===== config.mk =====
export PLATFORM = sky130hd
export DESIGN_NAME = lpmc_top
export DESIGN_NICKNAME = d
export VERILOG_FILES = /design/src/shared/lpmc_pkg.sv /design/src/hdl/lpmc_pin_sync.sv /design/src/hdl/lpmc_top.sv
export VERILOG_INCLUDE_DIRS = /design/src /design/src/shared
export SDC_FILE = /design/constraint.sdc
export NUM_CORES = 1
export LEC_CHECK = 0
export BUFFER_PORTS_ARGS = -buffer_cell sky130_fd_sc_hd__buf_2
export CORE_AREA = 2 2 62 64
export CTS_BUF_LIST = sky130_fd_sc_hd__clkbuf_4 sky130_fd_sc_hd__clkbuf_8 sky130_fd_sc_hd__clkbuf_16
export CTS_CLUSTER_DIAMETER = 80
export DETAILED_ROUTE_END_ITERATION = 10
export DIE_AREA = 0 0 64 66
export GPL_ROUTABILITY_DRIVEN = 0
export PLACE_DENSITY = 0.85
export SLEW_MARGIN = 20
export SYNTH_ARGS = -nofsm -noshare
export SYNTH_HDL_FRONTEND = slang
export SYNTH_HIERARCHICAL = 1
export SYNTH_SLANG_ARGS = --single-unit
export TNS_END_PERCENT = 20

===== constraint.sdc =====
create_clock -name CLK -period 3.2 [get_ports CLK]
set_input_delay 0.96 -clock CLK [delete_from_list [all_inputs] [get_ports CLK]]
set_output_delay 0.96 -clock CLK [all_outputs]
set_load 0.005 [all_outputs]

===== src/shared/lpmc_regs.svh =====
// Register offsets, field positions, reset values and timing figures of the power-mode sequencer
`ifndef LPMC_REGS_SVH
`define LPMC_REGS_SVH

`define LPMC_OFF_PWR_CTRL       3'h0
`define LPMC_OFF_OSC_CTRL       3'h1
`define LPMC_OFF_REGU_CTRL      3'h2
`define LPMC_OFF_STATUS         3'h3
`define LPMC_OFF_WAKE_CTRL      3'h4

`define LPMC_PWR_STOP_BIT       1
`define LPMC_OSC_SUSPEND_BIT    5
`define LPMC_REGU_STOP_OFF_BIT  0
`define LPMC_WAKE_DET_EN_BIT    0
`define LPMC_WAKE_IRQ_EN_BIT    1
`define LPMC_STAT_STOP_BIT      0
`define LPMC_STAT_SUSPEND_BIT   1
`define LPMC_STAT_REGU_OFF_BIT  2
`define LPMC_STAT_RESET_BIT     3

`define LPMC_RST_CTRL           8'h00
`define LPMC_RESET_VECTOR       16'h0000
`define LPMC_PIN_RST_VAL        3'h2

`define LPMC_CLK_PERIOD_NS      10
`define LPMC_RST_SEQ_NS         100

`endif


===== src/shared/lpmc_pkg.sv =====
// Types shared by the power-mode sequencer
package lpmc_pkg;

  typedef enum logic [1:0] {
    S_RSTSEQ,
    S_RUN,
    S_STOP,
    S_SUSP
  } lpmc_state_t;

  typedef struct packed {
    logic int_osc_en;
    logic cpu_clk_en;
    logic periph_clk_en;
    logic regulator_en;
  } lpmc_gate_t;

endpackage


===== src/hdl/lpmc_pin_sync.sv =====
// Three-stage pin synchroniser with agreement filter and edge pulse
`timescale 1ns/1ps

module lpmc_pin_sync #(
  parameter int              WIDTH   = 1,
  parameter logic [WIDTH-1:0] RST_VAL = '0
) (
  input  wire logic             clk,
  input  wire logic             rst_n,
  input  wire logic [WIDTH-1:0] pin_in,
  output logic      [WIDTH-1:0] level,
  output logic      [WIDTH-1:0] edge_pulse
);

  genvar i;
  generate
    for (i = 0; i < WIDTH; i++) begin : g_bit
      logic s1_ff;
      logic s2_ff;
      logic s3_ff;

      always_ff @(posedge clk or negedge rst_n) begin
        if (!rst_n) begin
          s1_ff         <= RST_VAL[i];
          s2_ff         <= RST_VAL[i];
          s3_ff         <= RST_VAL[i];
          level[i]      <= RST_VAL[i];
          edge_pulse[i] <= 1'b0;
        end else begin
          s1_ff         <= pin_in[i];
          s2_ff         <= s1_ff;
          s3_ff         <= s2_ff;
          // A change counts only once the last two stages agree
          edge_pulse[i] <= (s2_ff == s3_ff) && (s3_ff != level[i]);
          if (s2_ff == s3_ff) begin
            level[i] <= s3_ff;
          end
        end
      end
    end
  endgenerate

endmodule


===== src/hdl/lpmc_top.sv =====
// Low-power mode sequencer: stop and suspend control, reset sequence and clock gating
//
// The address-and-strobe port and the register offsets were chosen for this implementation.
`timescale 1ns/1ps
`include "lpmc_regs.svh"

module lpmc_top (
  input  wire logic                CLK,
  input  wire logic                RSTN,
  input  wire logic [2:0]          ADDR,
  input  wire logic [7:0]          WDATA,
  input  wire logic                WR,
  input  wire logic                RD,
  output logic      [7:0]          RDATA,
  input  wire logic                INSN_DONE,
  input  wire logic                SYSCLK_IS_HF,
  input  wire logic                OTHER_RST_REQ,
  input  wire logic                WAKE_EDGE_PIN,
  input  wire logic                RST_PIN_N,
  input  wire logic                CLK_DET_TIMEOUT,
  output lpmc_pkg::lpmc_gate_t     GATES,
  output logic                     CORE_RESET,
  output logic      [15:0]         RESET_VECTOR,
  output logic                     RESUME,
  output logic                     WAKE_IRQ
);

  localparam int RstSeqCyc = (`LPMC_RST_SEQ_NS + `LPMC_CLK_PERIOD_NS - 1) / `LPMC_CLK_PERIOD_NS;
  localparam logic [7:0] RstSeqLast = 8'(RstSeqCyc - 1);
  // Control reset value as a named constant so that single bits can be selected from it
  localparam logic [7:0] RstCtrl    = `LPMC_RST_CTRL;

  lpmc_pkg::lpmc_state_t state_ff;
  lpmc_pkg::lpmc_state_t nxt_state;
  lpmc_pkg::lpmc_gate_t  nxt_gates;
  logic [7:0] cnt_ff;
  logic [2:0] pin_lvl;
  logic [2:0] pin_edge;
  logic       stop_ff;
  logic       suspend_ff;
  logic       stop_off_cfg_ff;
  logic       det_en_ff;
  logic       wake_irq_en_ff;
  logic       regoff_ff;
  logic       nxt_regoff;
  logic       rst_pin_act;
  logic       det_timeout;
  logic       wake_edge;
  logic       rst_take;
  logic [7:0] status;

  lpmc_pin_sync #(
    .WIDTH   (3),
    .RST_VAL (`LPMC_PIN_RST_VAL)
  ) u_pin_sync (
    .clk        (CLK),
    .rst_n      (RSTN),
    .pin_in     ({CLK_DET_TIMEOUT, RST_PIN_N, WAKE_EDGE_PIN}),
    .level      (pin_lvl),
    .edge_pulse (pin_edge)
  );

  assign wake_edge   = pin_edge[0];
  assign rst_pin_act = !pin_lvl[1];
  assign det_timeout = pin_lvl[2];

  // With the regulator down only the reset pin is heard
  assign rst_take = rst_pin_act
                  | (!regoff_ff & (OTHER_RST_REQ | (det_timeout & det_en_ff)));

  always_comb begin
    nxt_state = state_ff;
    case (state_ff)
      lpmc_pkg::S_RSTSEQ: begin
        if (!rst_take && cnt_ff == RstSeqLast) begin
          nxt_state = lpmc_pkg::S_RUN;
        end
      end
      lpmc_pkg::S_RUN: begin
        if (rst_take) begin
          nxt_state = lpmc_pkg::S_RSTSEQ;
        end else if (INSN_DONE && stop_ff) begin
          nxt_state = lpmc_pkg::S_STOP;
        end else if (INSN_DONE && suspend_ff) begin
          nxt_state = lpmc_pkg::S_SUSP;
        end
      end
      lpmc_pkg::S_STOP: begin
        if (rst_take) begin
          nxt_state = lpmc_pkg::S_RSTSEQ;
        end
      end
      lpmc_pkg::S_SUSP: begin
        if (rst_take) begin
          nxt_state = lpmc_pkg::S_RSTSEQ;
        end else if (wake_edge) begin
          nxt_state = lpmc_pkg::S_RUN;
        end
      end
      default: begin
        nxt_state = lpmc_pkg::S_RSTSEQ;
      end
    endcase
  end

  // Regulator shutdown is decided once, at stop entry
  always_comb begin
    nxt_regoff = 1'b0;
    if (state_ff == lpmc_pkg::S_RUN && nxt_state == lpmc_pkg::S_STOP) begin
      nxt_regoff = stop_off_cfg_ff;
    end else if (state_ff == lpmc_pkg::S_STOP && nxt_state == lpmc_pkg::S_STOP) begin
      nxt_regoff = regoff_ff;
    end
  end

  always_comb begin
    nxt_gates = '{int_osc_en: 1'b1, cpu_clk_en: 1'b1, periph_clk_en: 1'b1, regulator_en: 1'b1};
    case (nxt_state)
      lpmc_pkg::S_STOP: begin
        nxt_gates.int_osc_en    = 1'b0;
        nxt_gates.cpu_clk_en    = 1'b0;
        nxt_gates.periph_clk_en = 1'b0;
        nxt_gates.regulator_en  = !nxt_regoff;
      end
      lpmc_pkg::S_SUSP: begin
        nxt_gates.int_osc_en = 1'b0;
        // CPU keeps running unless its only clock is the halted oscillator
        nxt_gates.cpu_clk_en = !SYSCLK_IS_HF;
      end
      default: begin
        nxt_gates.int_osc_en = 1'b1;
      end
    endcase
  end

  always_ff @(posedge CLK or negedge RSTN) begin
    if (!RSTN) begin
      state_ff  <= lpmc_pkg::S_RSTSEQ;
      regoff_ff <= 1'b0;
    end else begin
      state_ff  <= nxt_state;
      regoff_ff <= nxt_regoff;
    end
  end

  // Reset sequence length; a reset still asserted restarts it
  always_ff @(posedge CLK or negedge RSTN) begin
    if (!RSTN) begin
      cnt_ff <= 8'h00;
    end else if (state_ff != lpmc_pkg::S_RSTSEQ || rst_take) begin
      cnt_ff <= 8'h00;
    end else if (cnt_ff != RstSeqLast) begin
      cnt_ff <= cnt_ff + 8'h01;
    end
  end

  // Control bits; the reset sequence returns them to defaults
  always_ff @(posedge CLK or negedge RSTN) begin
    if (!RSTN) begin
      stop_ff         <= RstCtrl[`LPMC_PWR_STOP_BIT];
      suspend_ff      <= RstCtrl[`LPMC_OSC_SUSPEND_BIT];
      stop_off_cfg_ff <= RstCtrl[`LPMC_REGU_STOP_OFF_BIT];
      det_en_ff       <= RstCtrl[`LPMC_WAKE_DET_EN_BIT];
      wake_irq_en_ff  <= RstCtrl[`LPMC_WAKE_IRQ_EN_BIT];
    end else if (nxt_state == lpmc_pkg::S_RSTSEQ) begin
      stop_ff         <= RstCtrl[`LPMC_PWR_STOP_BIT];
      suspend_ff      <= RstCtrl[`LPMC_OSC_SUSPEND_BIT];
      stop_off_cfg_ff <= RstCtrl[`LPMC_REGU_STOP_OFF_BIT];
      det_en_ff       <= RstCtrl[`LPMC_WAKE_DET_EN_BIT];
      wake_irq_en_ff  <= RstCtrl[`LPMC_WAKE_IRQ_EN_BIT];
    end else begin
      if (WR && ADDR == `LPMC_OFF_PWR_CTRL) begin
        stop_ff <= WDATA[`LPMC_PWR_STOP_BIT];
      end
      if (WR && ADDR == `LPMC_OFF_OSC_CTRL) begin
        suspend_ff <= WDATA[`LPMC_OSC_SUSPEND_BIT];
      end else if (state_ff == lpmc_pkg::S_SUSP && nxt_state == lpmc_pkg::S_RUN) begin
        suspend_ff <= 1'b0;
      end
      if (WR && ADDR == `LPMC_OFF_REGU_CTRL) begin
        stop_off_cfg_ff <= WDATA[`LPMC_REGU_STOP_OFF_BIT];
      end
      if (WR && ADDR == `LPMC_OFF_WAKE_CTRL) begin
        det_en_ff      <= WDATA[`LPMC_WAKE_DET_EN_BIT];
        wake_irq_en_ff <= WDATA[`LPMC_WAKE_IRQ_EN_BIT];
      end
    end
  end

  always_comb begin
    status = 8'h00;
    status[`LPMC_STAT_STOP_BIT]     = (state_ff == lpmc_pkg::S_STOP);
    status[`LPMC_STAT_SUSPEND_BIT]  = (state_ff == lpmc_pkg::S_SUSP);
    status[`LPMC_STAT_REGU_OFF_BIT] = regoff_ff;
    status[`LPMC_STAT_RESET_BIT]    = (state_ff == lpmc_pkg::S_RSTSEQ);
  end

  // Read data stands only in the cycle after the read strobe
  always_ff @(posedge CLK or negedge RSTN) begin
    if (!RSTN) begin
      RDATA <= 8'h00;
    end else if (RD) begin
      case (ADDR)
        `LPMC_OFF_PWR_CTRL:  RDATA <= 8'(stop_ff) << `LPMC_PWR_STOP_BIT;
        `LPMC_OFF_OSC_CTRL:  RDATA <= 8'(suspend_ff) << `LPMC_OSC_SUSPEND_BIT;
        `LPMC_OFF_REGU_CTRL: RDATA <= 8'(stop_off_cfg_ff) << `LPMC_REGU_STOP_OFF_BIT;
        `LPMC_OFF_STATUS:    RDATA <= status;
        `LPMC_OFF_WAKE_CTRL: RDATA <= (8'(det_en_ff) << `LPMC_WAKE_DET_EN_BIT)
                                    | (8'(wake_irq_en_ff) << `LPMC_WAKE_IRQ_EN_BIT);
        default:             RDATA <= 8'h00;
      endcase
    end else begin
      RDATA <= 8'h00;
    end
  end

  always_ff @(posedge CLK or negedge RSTN) begin
    if (!RSTN) begin
      GATES        <= '{int_osc_en: 1'b1, cpu_clk_en: 1'b1, periph_clk_en: 1'b1,
                        regulator_en: 1'b1};
      CORE_RESET   <= 1'b1;
      RESET_VECTOR <= `LPMC_RESET_VECTOR;
    end else begin
      GATES        <= nxt_gates;
      CORE_RESET   <= (nxt_state == lpmc_pkg::S_RSTSEQ);
      RESET_VECTOR <= `LPMC_RESET_VECTOR;
    end
  end

  always_ff @(posedge CLK or negedge RSTN) begin
    if (!RSTN) begin
      RESUME   <= 1'b0;
      WAKE_IRQ <= 1'b0;
    end else begin
      RESUME   <= state_ff == lpmc_pkg::S_SUSP && nxt_state == lpmc_pkg::S_RUN
                  && SYSCLK_IS_HF;
      WAKE_IRQ <= state_ff == lpmc_pkg::S_SUSP && nxt_state == lpmc_pkg::S_RUN
                  && wake_irq_en_ff;
    end
  end
endmodule


# Word-level counts from Yosys, hierarchy flattened
# Cells that the tools add are included.
# word_totals
reg_bits	44
inputBits	21
out_inout_bits	31
wordCells	108
# op_classes
add_sub_neg	1
eq_ne	16
mux	28
bitwise	5
n_reduce_logical	29
# ops
cell	count
$pmux 6 s5	1
$mux 8	3
$mux 2	8
$mux 1	14
$logic_and 1x1->1	13
$reduce_bool 2->1	5
$add 8x1->8 const B	1
$eq 2x2->1 const B	4
$eq 8x4->1 const B	1
$ne 8x4->1 const B	1
$pmux 2 s4	1
$eq 3x2->1 const B	2
$logic_not 1->1	5
$eq 2x1->1 const B	2
$logic_not 2->1	2
$eq 1x1->1	3
$eq 3x1->1 const B	1
$eq 3x3->1 const B	1
$logic_not 3->1	1
$reduce_bool 3->1	1
$and 1x1->1	2
$or 1x1->1	2
$or 1x2->2	1
$pmux 1 s2	1
3 further kinds	3

# Depth between registers and ports, before layout
# Gate-level depths: netlist (run 1).
# logic_depth
ltp_word	14
depth_mapped	6
mapped_depth_nobuf	6

# Modules after synthesis
# Netlist (run 1), hierarchy kept.
# by_module_without_submodules
module	instances	cells_per_inst	area_each_um2	seq_area_each_um2
lpmc_top	1	136	1411.4	706.9
lpmc_pin_sync	1	28	459.2	380.4

# Worst setup path before layout (run 1)
# Ideal clock, no wire load.
# synth_timing
path_kind	in2reg
start	input port OTHER_RST_REQ
end	register regoff_ff
setup_ps	120
arrival_time_ps	1740
required_time_ps	3080
slack_ps	1340
stages	4
n_path_buf	0
path_cell_list	a21oi_1 o21ai_0 a211o_1 and3_1
# synth_between
elab_chain_cells	11
word_cells_on_any_way	15
cone_classes	eq/ne (1); mux (7); bitwise (3); reduce/logical (4)
# synth_rtl
item	line	text
start, declared	lpmc_top.sv:17	input wire logic OTHER_RST_REQ,
$or 1x1->1 *	lpmc_top.sv:69	| (!regoff_ff & (OTHER_RST_REQ | (det_timeout & det_en_ff)));
$and 1x1->1 *	lpmc_top.sv:69	
$or 1x1->1 *	lpmc_top.sv:69	
$logic_not 1->1	lpmc_top.sv:75	if (!rst_take && cnt_ff == RstSeqLast) begin
$logic_and 1x1->1	lpmc_top.sv:75	
$mux 2	lpmc_top.sv:75	
$pmux 2 s4 *	lpmc_top.sv:73	case (state_ff)
$eq 2x2->1 *	lpmc_top.sv:109, lpmc_top.sv:111	
$logic_and 1x1->1	lpmc_top.sv:111	end else if (state_ff == lpmc_pkg::S_STOP && nxt_state == lpmc_pkg::S_STOP) begin
$mux 1	lpmc_top.sv:111	
$mux 1 *	lpmc_top.sv:109	if (state_ff == lpmc_pkg::S_RUN && nxt_state == lpmc_pkg::S_STOP) begin
net nxt_regoff	lpmc_top.sv:45	logic nxt_regoff;
end signal, assigned	lpmc_top.sv:142	regoff_ff <= nxt_regoff;
end, declared	lpmc_top.sv:44	logic regoff_ff;
# The timed path passes the listed nets; every way through them passes the cells marked *.
# A chain may end at the register's enable or synchronous reset.

# Worst setup path after layout (run 1)
# layout_timing
start	register CORE_RESET
end	output port CORE_RESET
# layout_rtl
item	line	text
start, declared	lpmc_top.sv:22	output logic CORE_RESET,
start signal, assigned	lpmc_top.sv:225	CORE_RESET <= (nxt_state == lpmc_pkg::S_RSTSEQ);
# No word-level cell between the ends.

==> out/metrics.cfg, run 1 <==
[flow_run]
max_cap_viol_count=0

[synthesis]
yosysWarnings=6
synth.avg_cell_area_um2=11.5
netlist_area_um2=1790
syn-instance-count=156

[floorplan]
die_x_um=64
initial_core_util_pct=50.4
die-area_um2=4220
io_pins=52
die_height_um=66
rows=22
placeableCoreArea_um2=3550

[global_route]
grt_pass1_wl_um=4710
track_usage_pct=14.9
grt_max_degree=42
grt_pass1_vias=1113
antenna_found_initial=0
overflow=0

[cts]
cts_tree=done
cts_hold_buf=0
htree_levels=2
numClockSinks=41
cts_resized=0
cts_setup_buffers=0
cts_buffer_depth=2
clock-root-buffer=clkbuf_4
clock_latency_ns=0.35
clk_pin_slew_ns=0.12
numCtsBuffers=5

[sta]
final_hold_viol_count=0
worst_pin_slew_ns=0.858
finClkSkew_ns=0.00655
finalSetupViolations=0
period_share_pct=60.9
relSlewSlack_pct=42.8
period_needed_ns=1.95
grt_setup_unrepaired=no
setup_ws_ns=1.25
fmax_ghz=0.513
final_max_slew_viol_count=0
timing.setup.tns_ns=0

[final_layout]
fin_util_pct=56.1
antenna_cells=0
area_delta_synth_final_pct=11.5
nNetsFinal=211
fin_cells=237
final_layout_size_suffix_gt1_share_pct=24.9

[critical_path]
path_delay_family=flip-flops
startpoint_type=flop
max_stage_delay_ns=0.54
cp-end-kind=output port
cp_slowest_cell=dfstp_2
crit_type=flop to output port
cp_max_fo=1
path_cells=buf_2
timing.critical_path.buf_inv=1
cp.arrival_ns=0.99
required_ns=2.24

[power]
power_mw=0.946
ir_worst_vdd_mv=0.292
total_leakage_power_nw=0.954
power_density_nw_per_um2=475

[routing]
wl_per_cell_um=11.8
totalWireLength_um=2800
antenna_left=0
dr_total_vias=1172
drt_iter0_drc=130
drt_first_pass_iters=4
drc_errors=0
viasPerCell=4.95

[hold_path]
holdCritPathClass=flop to flop

[place]
dp_hpwl_um=2010
place_worst_setup_slack_ns=1.10
port_buffers=27
dp_cells=229

[status]
outcome=completed

## final timing paths
kind	from	slack (ns)	cells past startpoint	end
setup / recovery	CORE_RESET$_DFF_PN1_	1.25	1	CORE_RESET
hold / removal	u_pin_sync/g_bit[0].s1_ff$_DFF_PN0_	0.36	0	u_pin_sync/g_bit[0].s2_ff$_DFF_PN0_
setup reg to reg	cnt_ff[1]$_DFFE_PN0P_	1.54	6	regoff_ff$_DFF_PN0_
hold reg to reg	u_pin_sync/g_bit[0].s1_ff$_DFF_PN0_	0.36	0	u_pin_sync/g_bit[0].s2_ff$_DFF_PN0_
max in group asynchronous	RSTN	1.95	1	u_pin_sync/g_bit[0].s3_ff$_DFF_PN0_
min in group asynchronous	RSTN	0.71	1	RDATA[5]$_DFF_PN0_
## report_power, final
group	internal, mW	total [mW]	switching, mW
clock network	0.195	0.353	0.158
logic	0.0185	0.0510	0.0325
registers	0.534	0.542	0.00843
## through the flow
| step | instance area [um2] | hold slack, ns |
|---|---|---|
| after CTS | 1990 | 0.365 |
| final | 1990 | 0.361 |
| after floorplan | 1860 | 0.331 |
| after detailed placement | 1900 | 0.340 |
| after global placement | 1900 | 0.335 |
| after global routing | 1990 | 0.370 |
## routing by layer
| metal | routed length [um] | up-vias | track usage [%] |
|---|---|---|---|
| li1 | - | 555 | - |
| met1 | 1100 | 564 | 15.7 |
| met2 | 1420 | 44 | 25.1 |
| met3 | 211 | 9 | 5.96 |
| met4 | 65 | 0 | 8.70 |
| met5 | 0 | - | 0 |
## flip-flops by register name (all words and copies together), names as in the netlist
register / count
cnt_ff: 8
RDATA: 5
GATES: 4
u_pin_sync/g_bit.s1_ff: 3
u_pin_sync/g_bit.s2_ff: 3
u_pin_sync/g_bit.s3_ff: 3
u_pin_sync/level: 3
state_ff: 2
CORE_RESET: 1
RESUME: 1
WAKE_IRQ: 1
det_en_ff: 1
regoff_ff: 1
stop_ff: 1
stop_off_cfg_ff: 1
suspend_ff: 1
u_pin_sync/edge_pulse: 1
wake_irq_en_ff: 1
## placed cells by master (no fill, tap or decap), types with 2 or more instances in the layout
cell type / instances
dfstp_2: 9
conb_1: 19
a21oi_1: 4
nand2b_1: 2
nor3b_1: 2
dfrtp_1: 32
nor2_1: 15
nor2b_1: 3
mux2i_1: 5
maj3_1: 2
ha_1: 2
xor2_1: 5
and3_1: 5
o21a_1: 2
nand3_1: 7
nand2_1: 8
clkbuf_4: 6
o21ai_0: 5
inv_1: 5
buf_2: 27
nand3b_1: 2
and2_1: 3
## area by class of cell
| type | count | area (um2) |
|---|---|---|
| Clock buffer | 7 | 58.8 |
| Clock inverter | 1 | 30.0 |
| Fill cell | 309 | 1560 |
| Inverter | 5 | 18.8 |
| Multi-Input combinational cell | 108 | 653 |
| Sequential cell | 41 | 1040 |
| Tap cell | 48 | 60.1 |
| Timing Repair Buffer | 27 | 135 |
No activity file was read; power rests on OpenSTA's default activity.
==> run 2, diff against run 1 <==
--- a/config.mk
+++ b/config.mk
@@ -7,13 +7,13 @@
 export NUM_CORES = 1
 export LEC_CHECK = 0
 export BUFFER_PORTS_ARGS = -buffer_cell sky130_fd_sc_hd__buf_2
-export CORE_AREA = 2 2 62 64
+export CORE_AREA = 2 2 64 66
 export CTS_BUF_LIST = sky130_fd_sc_hd__clkbuf_4 sky130_fd_sc_hd__clkbuf_8 sky130_fd_sc_hd__clkbuf_16
 export CTS_CLUSTER_DIAMETER = 80
 export DETAILED_ROUTE_END_ITERATION = 10
-export DIE_AREA = 0 0 64 66
+export DIE_AREA = 0 0 66 68
 export GPL_ROUTABILITY_DRIVEN = 0
-export PLACE_DENSITY = 0.85
+export PLACE_DENSITY = 0.8
 export SLEW_MARGIN = 20
 export SYNTH_ARGS = -nofsm -noshare
 export SYNTH_HDL_FRONTEND = slang
==> constraint.sdc (replaced) <==
create_clock -name CLK -period 1.8 [get_ports CLK]
set_input_delay 0.54 -clock CLK [delete_from_list [all_inputs] [get_ports CLK]]
set_output_delay 0.54 -clock CLK [all_outputs]
set_load 0.005 [all_outputs]
==> run 2 against run 1 <==
Routed wire length is 1.5% higher. Worst setup slack lost 1.0 ns. Utilization is 4.1 points lower. Die area is 6.3% higher. Non-clock buffer count rose by 2. Clock power is 63% higher. Cell count rose by 1.7%. Critical path depth is 5 higher. Clock-buffer cell count down 2. Clock skew is 0.0036 ns higher. Via count fell by 1.2%. First-iteration DRC count down 42%. Critical endpoint is now regoff_ff$_DFF_PN0_. Largest cell class unchanged. Largest power group unchanged.
==> out/metrics.cfg, run 2 (synthesis gave the netlist of run 1 again) <==
[final_layout]
top_regs=cnt_ff: 8 flops, RDATA: 5 flops, GATES: 4 flops
stdcell_area_um2=2010  ; +0.75%
nNetsFinal=213  ; +0.95%
final_cell_mix=dfrtp_1, buf_2, conb_1, nor2_1, dfstp_2
antenna_cells=0  ; unchanged
top_register=cnt_ff
final_common_cell=dfrtp_1
largest_reg_flops=8  ; unchanged
final_layout_size_suffix_gt1_share_pct=25.7  ; +0.79 points
area_delta_synth_final_pct=12.3

[routing]
totalWireLength_um=2840  ; +1.5%
antenna_left=0  ; unchanged
viasPerCell=4.80  ; -2.8%
drt_iter0_drc=75  ; -42%
drc_errors=0  ; unchanged
wl_per_cell_um=11.8  ; -0.22%
dr_total_vias=1158  ; -1.2%
drt_first_pass_iters=4  ; unchanged

[floorplan]
die_height_um=68  ; +3.0%
die-area_um2=4490  ; +6.3%
initial_core_util_pct=46.4  ; -4.0 points
die_x_um=66  ; +3.1%
io_pins=52  ; unchanged
placeableCoreArea_um2=3860  ; +8.6%
rows=23  ; +4.5%

[critical_path]
timing.critical_path.buf_inv=1  ; unchanged
cp-end-kind=flop
cp.arrival_ns=1.75  ; +0.76 ns
startpoint_type=flop
cp_slowest_cell=dfrtp_1
crit_type=flop to flop
required_ns=1.98  ; -0.26 ns
path_cells=inv_1 -> ha_1 -> nor4b_4 -> nand2_2 -> a211o_1 -> and3_1
max_stage_delay_ns=0.44  ; -0.10 ns
cp_max_fo=6  ; +5
path_delay_family=simple AND/OR/NAND/NOR gates

[sta]
worst_pin_slew_ns=0.521  ; -0.336 ns
final_hold_viol_count=0  ; unchanged
final_max_slew_viol_count=0  ; unchanged
grt_setup_unrepaired=no
fmax_ghz=0.636
relSlewSlack_pct=64.9  ; +22 points
finClkSkew_ns=0.0102  ; +0.00362 ns
timing.setup.tns_ns=0  ; unchanged
period_needed_ns=1.57
period_share_pct=87.3
finalSetupViolations=0  ; unchanged

[cts]
clock-root-buffer=clkbuf_8
htree_levels=2  ; unchanged
numClockSinks=41  ; unchanged
clock_latency_ns=0.29  ; -0.06 ns
clk_pin_slew_ns=0.08  ; -0.04 ns
cts_tree=done
cts_resized=0  ; unchanged
numCtsBuffers=5  ; unchanged
cts_setup_buffers=0  ; unchanged
cts_buffer_depth=2  ; unchanged
cts_hold_buf=0  ; unchanged

[power]
ir_worst_vdd_mv=0.501  ; +71%
power_density_nw_per_um2=813  ; +71%
power_mw=1.63  ; +72%
total_leakage_power_nw=0.958  ; +0.41%

[global_route]
grt_max_degree=42  ; unchanged
track_usage_pct=13.8  ; -1.1 points
grt_pass1_vias=989  ; -11%
grt_pass1_wl_um=4570  ; -2.8%
antenna_found_initial=0  ; unchanged
overflow=0  ; unchanged

[flow_run]
max_cap_viol_count=0  ; unchanged

[hold_path]
holdCritPathClass=primary input to asynchronous set/reset pin

[place]
placed_area_um2=1920  ; +0.92%
port_buffers=27  ; unchanged
dp_hpwl_um=2030  ; +0.99%

[status]
outcome=completed

==> run 2: cell count changes in the layout (fill, tap and decap cells not counted), sizes merged <==
cell	delta
buf	+2
clkbuf	-2
clkinv	+2
bufinv	-1
clkinvlp	+1
==> run 2: cell type report <==
cell class / instances / area [um2]
fill: 356 / 1850
sequential: 41 / 1040
multi-input combinational: 108 / 653
timing repair buffer: 29 / 150
clock buffer: 5 / 68.8
tap: 50 / 62.6
inverter: 5 / 18.8
clock inverter: 3 / 17.5
==> run 2: final timing paths <==
| path | end | slack (ns) | start | cells past startpoint |
|---|---|---|---|---|
| max | regoff_ff$_DFF_PN0_ | 0.23 | cnt_ff[1]$_DFFE_PN0P_ | 6 |
| min | RDATA[3]$_DFF_PN0_ | 0.29 | RSTN | 2 |
| max reg2reg | regoff_ff$_DFF_PN0_ | 0.23 | cnt_ff[1]$_DFFE_PN0P_ | 6 |
| min reg2reg | u_pin_sync/g_bit[0].s2_ff$_DFF_PN0_ | 0.35 | u_pin_sync/g_bit[0].s1_ff$_DFF_PN0_ | 0 |
| max in group asynchronous | GATES[1]$_DFF_PN1_ | 1.13 | RSTN | 2 |
| min in group CLK | u_pin_sync/g_bit[1].s1_ff$_DFF_PN1_ | 0.35 | RST_PIN_N | 1 |
==> run 2: report_power, final <==
part	total, mW	switching [mW]	internal, mW
logic	0.0928	0.0585	0.0343
clock network	0.574	0.307	0.267
registers	0.965	0.0159	0.949
total	1.63	0.381	1.25
==> run 2: metrics by stage <==
stage | worst slack (ns) | instances | utilization, % | hold WS (ns)
2_1_floorplan | 0.304 | 174 | - | 0.244
3_3_place_gp | 0.124 | 233 | 49.8 | 0.334
3_5_place_dp | 0.0904 | 233 | 49.8 | 0.338
4_1_cts | 0.226 | 241 | 52.1 | 0.310
5_1_grt | 0.126 | 241 | 52.1 | 0.338
6_report | 0.229 | 241 | 52.1 | 0.293
==> run 2: layer usage <==
metal  track usage (%)  vias up  wire length [um]
met2              20.7       45              1300
met4              6.89        0                38
met5                 0        -                 0
met1              19.0      549              1330
li1                  -      559                 -
met3              2.96        5               180
==> run 3, diff against run 2 <==
--- a/config.mk
+++ b/config.mk
@@ -7,13 +7,14 @@
 export NUM_CORES = 1
 export LEC_CHECK = 0
 export BUFFER_PORTS_ARGS = -buffer_cell sky130_fd_sc_hd__buf_2
-export CORE_AREA = 2 2 64 66
+export CORE_AREA = 2 2 90 92
 export CTS_BUF_LIST = sky130_fd_sc_hd__clkbuf_4 sky130_fd_sc_hd__clkbuf_8 sky130_fd_sc_hd__clkbuf_16
 export CTS_CLUSTER_DIAMETER = 80
 export DETAILED_ROUTE_END_ITERATION = 10
-export DIE_AREA = 0 0 66 68
+export DIE_AREA = 0 0 92 94
 export GPL_ROUTABILITY_DRIVEN = 0
-export PLACE_DENSITY = 0.8
+export PLACE_DENSITY = 0.47
+export REMOVE_ABC_BUFFERS = 1
 export SLEW_MARGIN = 20
 export SYNTH_ARGS = -nofsm -noshare
 export SYNTH_HDL_FRONTEND = slang
==> run 3 against run 2 <==
Global-route usage decreased by 5.9 points. Combinational power grew 4.5%. Register-to-register slack about the same. Utilization is 24 points lower. Critical path depth unchanged. First-iteration DRC count shrank 55%. Sequential cell count is the same. Design area increased by 5.3%. Clock power increased by 29%. Clock-buffer cell count did not move. Clock skew decreased by 0.0013 ns. Largest power group unchanged. Highest routed layer unchanged.
==> out/metrics.cfg, run 3 (synthesis gave the netlist of run 1 again) <==
[status]
outcome=completed

[routing]
drc_errors=0  ; unchanged
antenna_left=0  ; unchanged
highest_layer=met4
route.met3.wl_um=174  ; -3.3%
viasPerCell=3.85  ; -20%
wl_per_cell_um=10.8  ; -8.4%
wl_met1_um=1500  ; +13%
dr_wl_met2_um=1480  ; +14%
totalWireLength_um=3170  ; +11%
dr_total_vias=1127  ; -2.7%
drt_first_pass_iters=4  ; unchanged
drt_iter0_drc=34  ; -55%

[final_layout]
top_regs=cnt_ff: 8 flops, RDATA: 5 flops, GATES: 4 flops
nNetsFinal=213  ; unchanged
final_common_cell=dfrtp_1
antenna_cells=0  ; unchanged
stdcell_area_um2=2110  ; +5.3%
top_register=cnt_ff
final_cell_mix=dfrtp_1, buf_2, conb_1, nor2_1, dfstp_2
area_delta_synth_final_pct=18.3
largest_reg_flops=8  ; unchanged
final_layout_size_suffix_gt1_share_pct=25.7  ; unchanged

[sta]
timing.setup.tns_ns=0  ; unchanged
fmax_ghz=0.642  ; +0.88%
whs_ns=0.202  ; -0.0909 ns
finalSetupViolations=0  ; unchanged
period_needed_ns=1.56  ; -0.0138 ns
setup_ws_ns=0.243  ; +0.0138 ns
final_max_slew_viol_count=0  ; unchanged
relSlewSlack_pct=65.7  ; +0.81 points
period_share_pct=86.5  ; -0.77 points
worst_pin_slew_ns=0.509  ; -0.0120 ns
grt_setup_unrepaired=no
final_hold_viol_count=0  ; unchanged
finClkSkew_ns=0.00892  ; -0.00125 ns

[floorplan]
rows=32  ; +39%
die_height_um=94  ; +38%
die_x_um=92  ; +39%
initial_core_util_pct=23.5  ; -23 points
io_pins=52  ; unchanged
placeableCoreArea_um2=7610  ; +97%
die-area_um2=8650  ; +93%

[global_route]
grt_pass1_vias=1133  ; +15%
grt_max_degree=42  ; unchanged
track_usage_pct=7.93  ; -5.9 points
overflow=0  ; unchanged
antenna_found_initial=0  ; unchanged
grt_pass1_wl_um=5280  ; +15%

[cts]
numCtsBuffers=5  ; unchanged
cts_tree=done
clk_pin_slew_ns=0.09  ; about the same
cts_hold_buf=0  ; unchanged
clock_latency_ns=0.29  ; about the same
cts_setup_buffers=0  ; unchanged
clock-root-buffer=clkbuf_8
htree_levels=2  ; unchanged
cts_buffer_depth=2  ; unchanged
cts_resized=0  ; unchanged
numClockSinks=41  ; unchanged

[critical_path]
rrSetupSlack_ns=0.24  ; about the same
startpoint_type=flop
timing.rr.end=regoff_ff$_DFF_PN0_
cp_max_fo=6  ; unchanged
cp-end-kind=flop
r2r_start=cnt_ff[1]$_DFFE_PN0P_
required_ns=1.98  ; about the same
cp.arrival_ns=1.74  ; about the same
r2r_cells=6  ; unchanged
crit_type=flop to flop

[place]
place_worst_setup_slack_ns=0.0958  ; +0.00540 ns
port_buffers=27  ; unchanged
dp_hpwl_um=2310  ; +14%
placed_area_um2=2000  ; +4.0%

[power]
total_leakage_power_nw=0.973  ; +1.6%
power_density_nw_per_um2=853  ; +5.0%
ir_worst_vdd_mv=0.263  ; -47%

[flow_run]
max_cap_viol_count=0  ; unchanged

[hold_path]
holdCritPathClass=primary input to asynchronous set/reset pin

[run 3: changes by cell type in the layout (fill, tap and decap cells not counted)]
cell,delta
clkinv_2,-2
buf_12,+1
buf_4,-1
bufinv_16,+1
clkinv_4,+1
[run 3: how the worst max path moves through the flow]
stage | from | end | slack (ns) | depth (start not counted)
6_report | cnt_ff[1]$_DFFE_PN0P_ | regoff_ff$_DFF_PN0_ | 0.24 | 6
5_1_grt | cnt_ff[0]$_DFFE_PN0P_ | regoff_ff$_DFF_PN0_ | 0.13 | 5
4_1_cts | cnt_ff[1]$_DFFE_PN0P_ | regoff_ff$_DFF_PN0_ | 0.22 | 6
3_5_place_dp | OTHER_RST_REQ | regoff_ff$_DFF_PN0_ | 0.1 | 5
3_3_place_gp | OTHER_RST_REQ | regoff_ff$_DFF_PN0_ | 0.14 | 5
2_1_floorplan | cnt_ff[1]$_DFFE_PN0P_ | regoff_ff$_DFF_PN0_ | 0.30 | 6
[run 3: area by class of cell]
type                       count  area, um2
fill                         835       5490
clock inverter                 3       46.3
tap                          102        128
clock buffer                   5       68.8
multi-input combinational    108        653
timing repair buffer          29        163
inverter                       5       18.8
sequential                    41       1040
[run 3: power breakdown]
group | total (mW) | switching [mW] | internal (mW)
registers | 0.963 | 0.0149 | 0.948
clock network | 0.743 | 0.328 | 0.415
logic | 0.0970 | 0.0595 | 0.0375
total | 1.80 | 0.403 | 1.40
[run 3: worst max-delay path, cell delays in order (launching register included)]
cell     delay (ns)
dfrtp_1        0.44
inv_1          0.08
ha_1           0.13
nor4b_4        0.19
nand2_2        0.09
a211o_1        0.36
and3_1         0.16
[run 3: per-layer routing]
layer,up-vias,track usage (%)
met1,528,10.1
met3,3,3.53
li1,561,-
met2,35,12.4
met5,-,0
met4,0,1.87
[run 3: per-stage QoR]
stage	instances	total power [mW]	utilization (%)
after floorplan	154	1.02	-
after global placement	285	1.08	26.3
after detailed placement	285	1.08	26.3
after CTS	293	1.83	27.8
after global routing	293	1.89	27.8
final	293	1.80	27.8
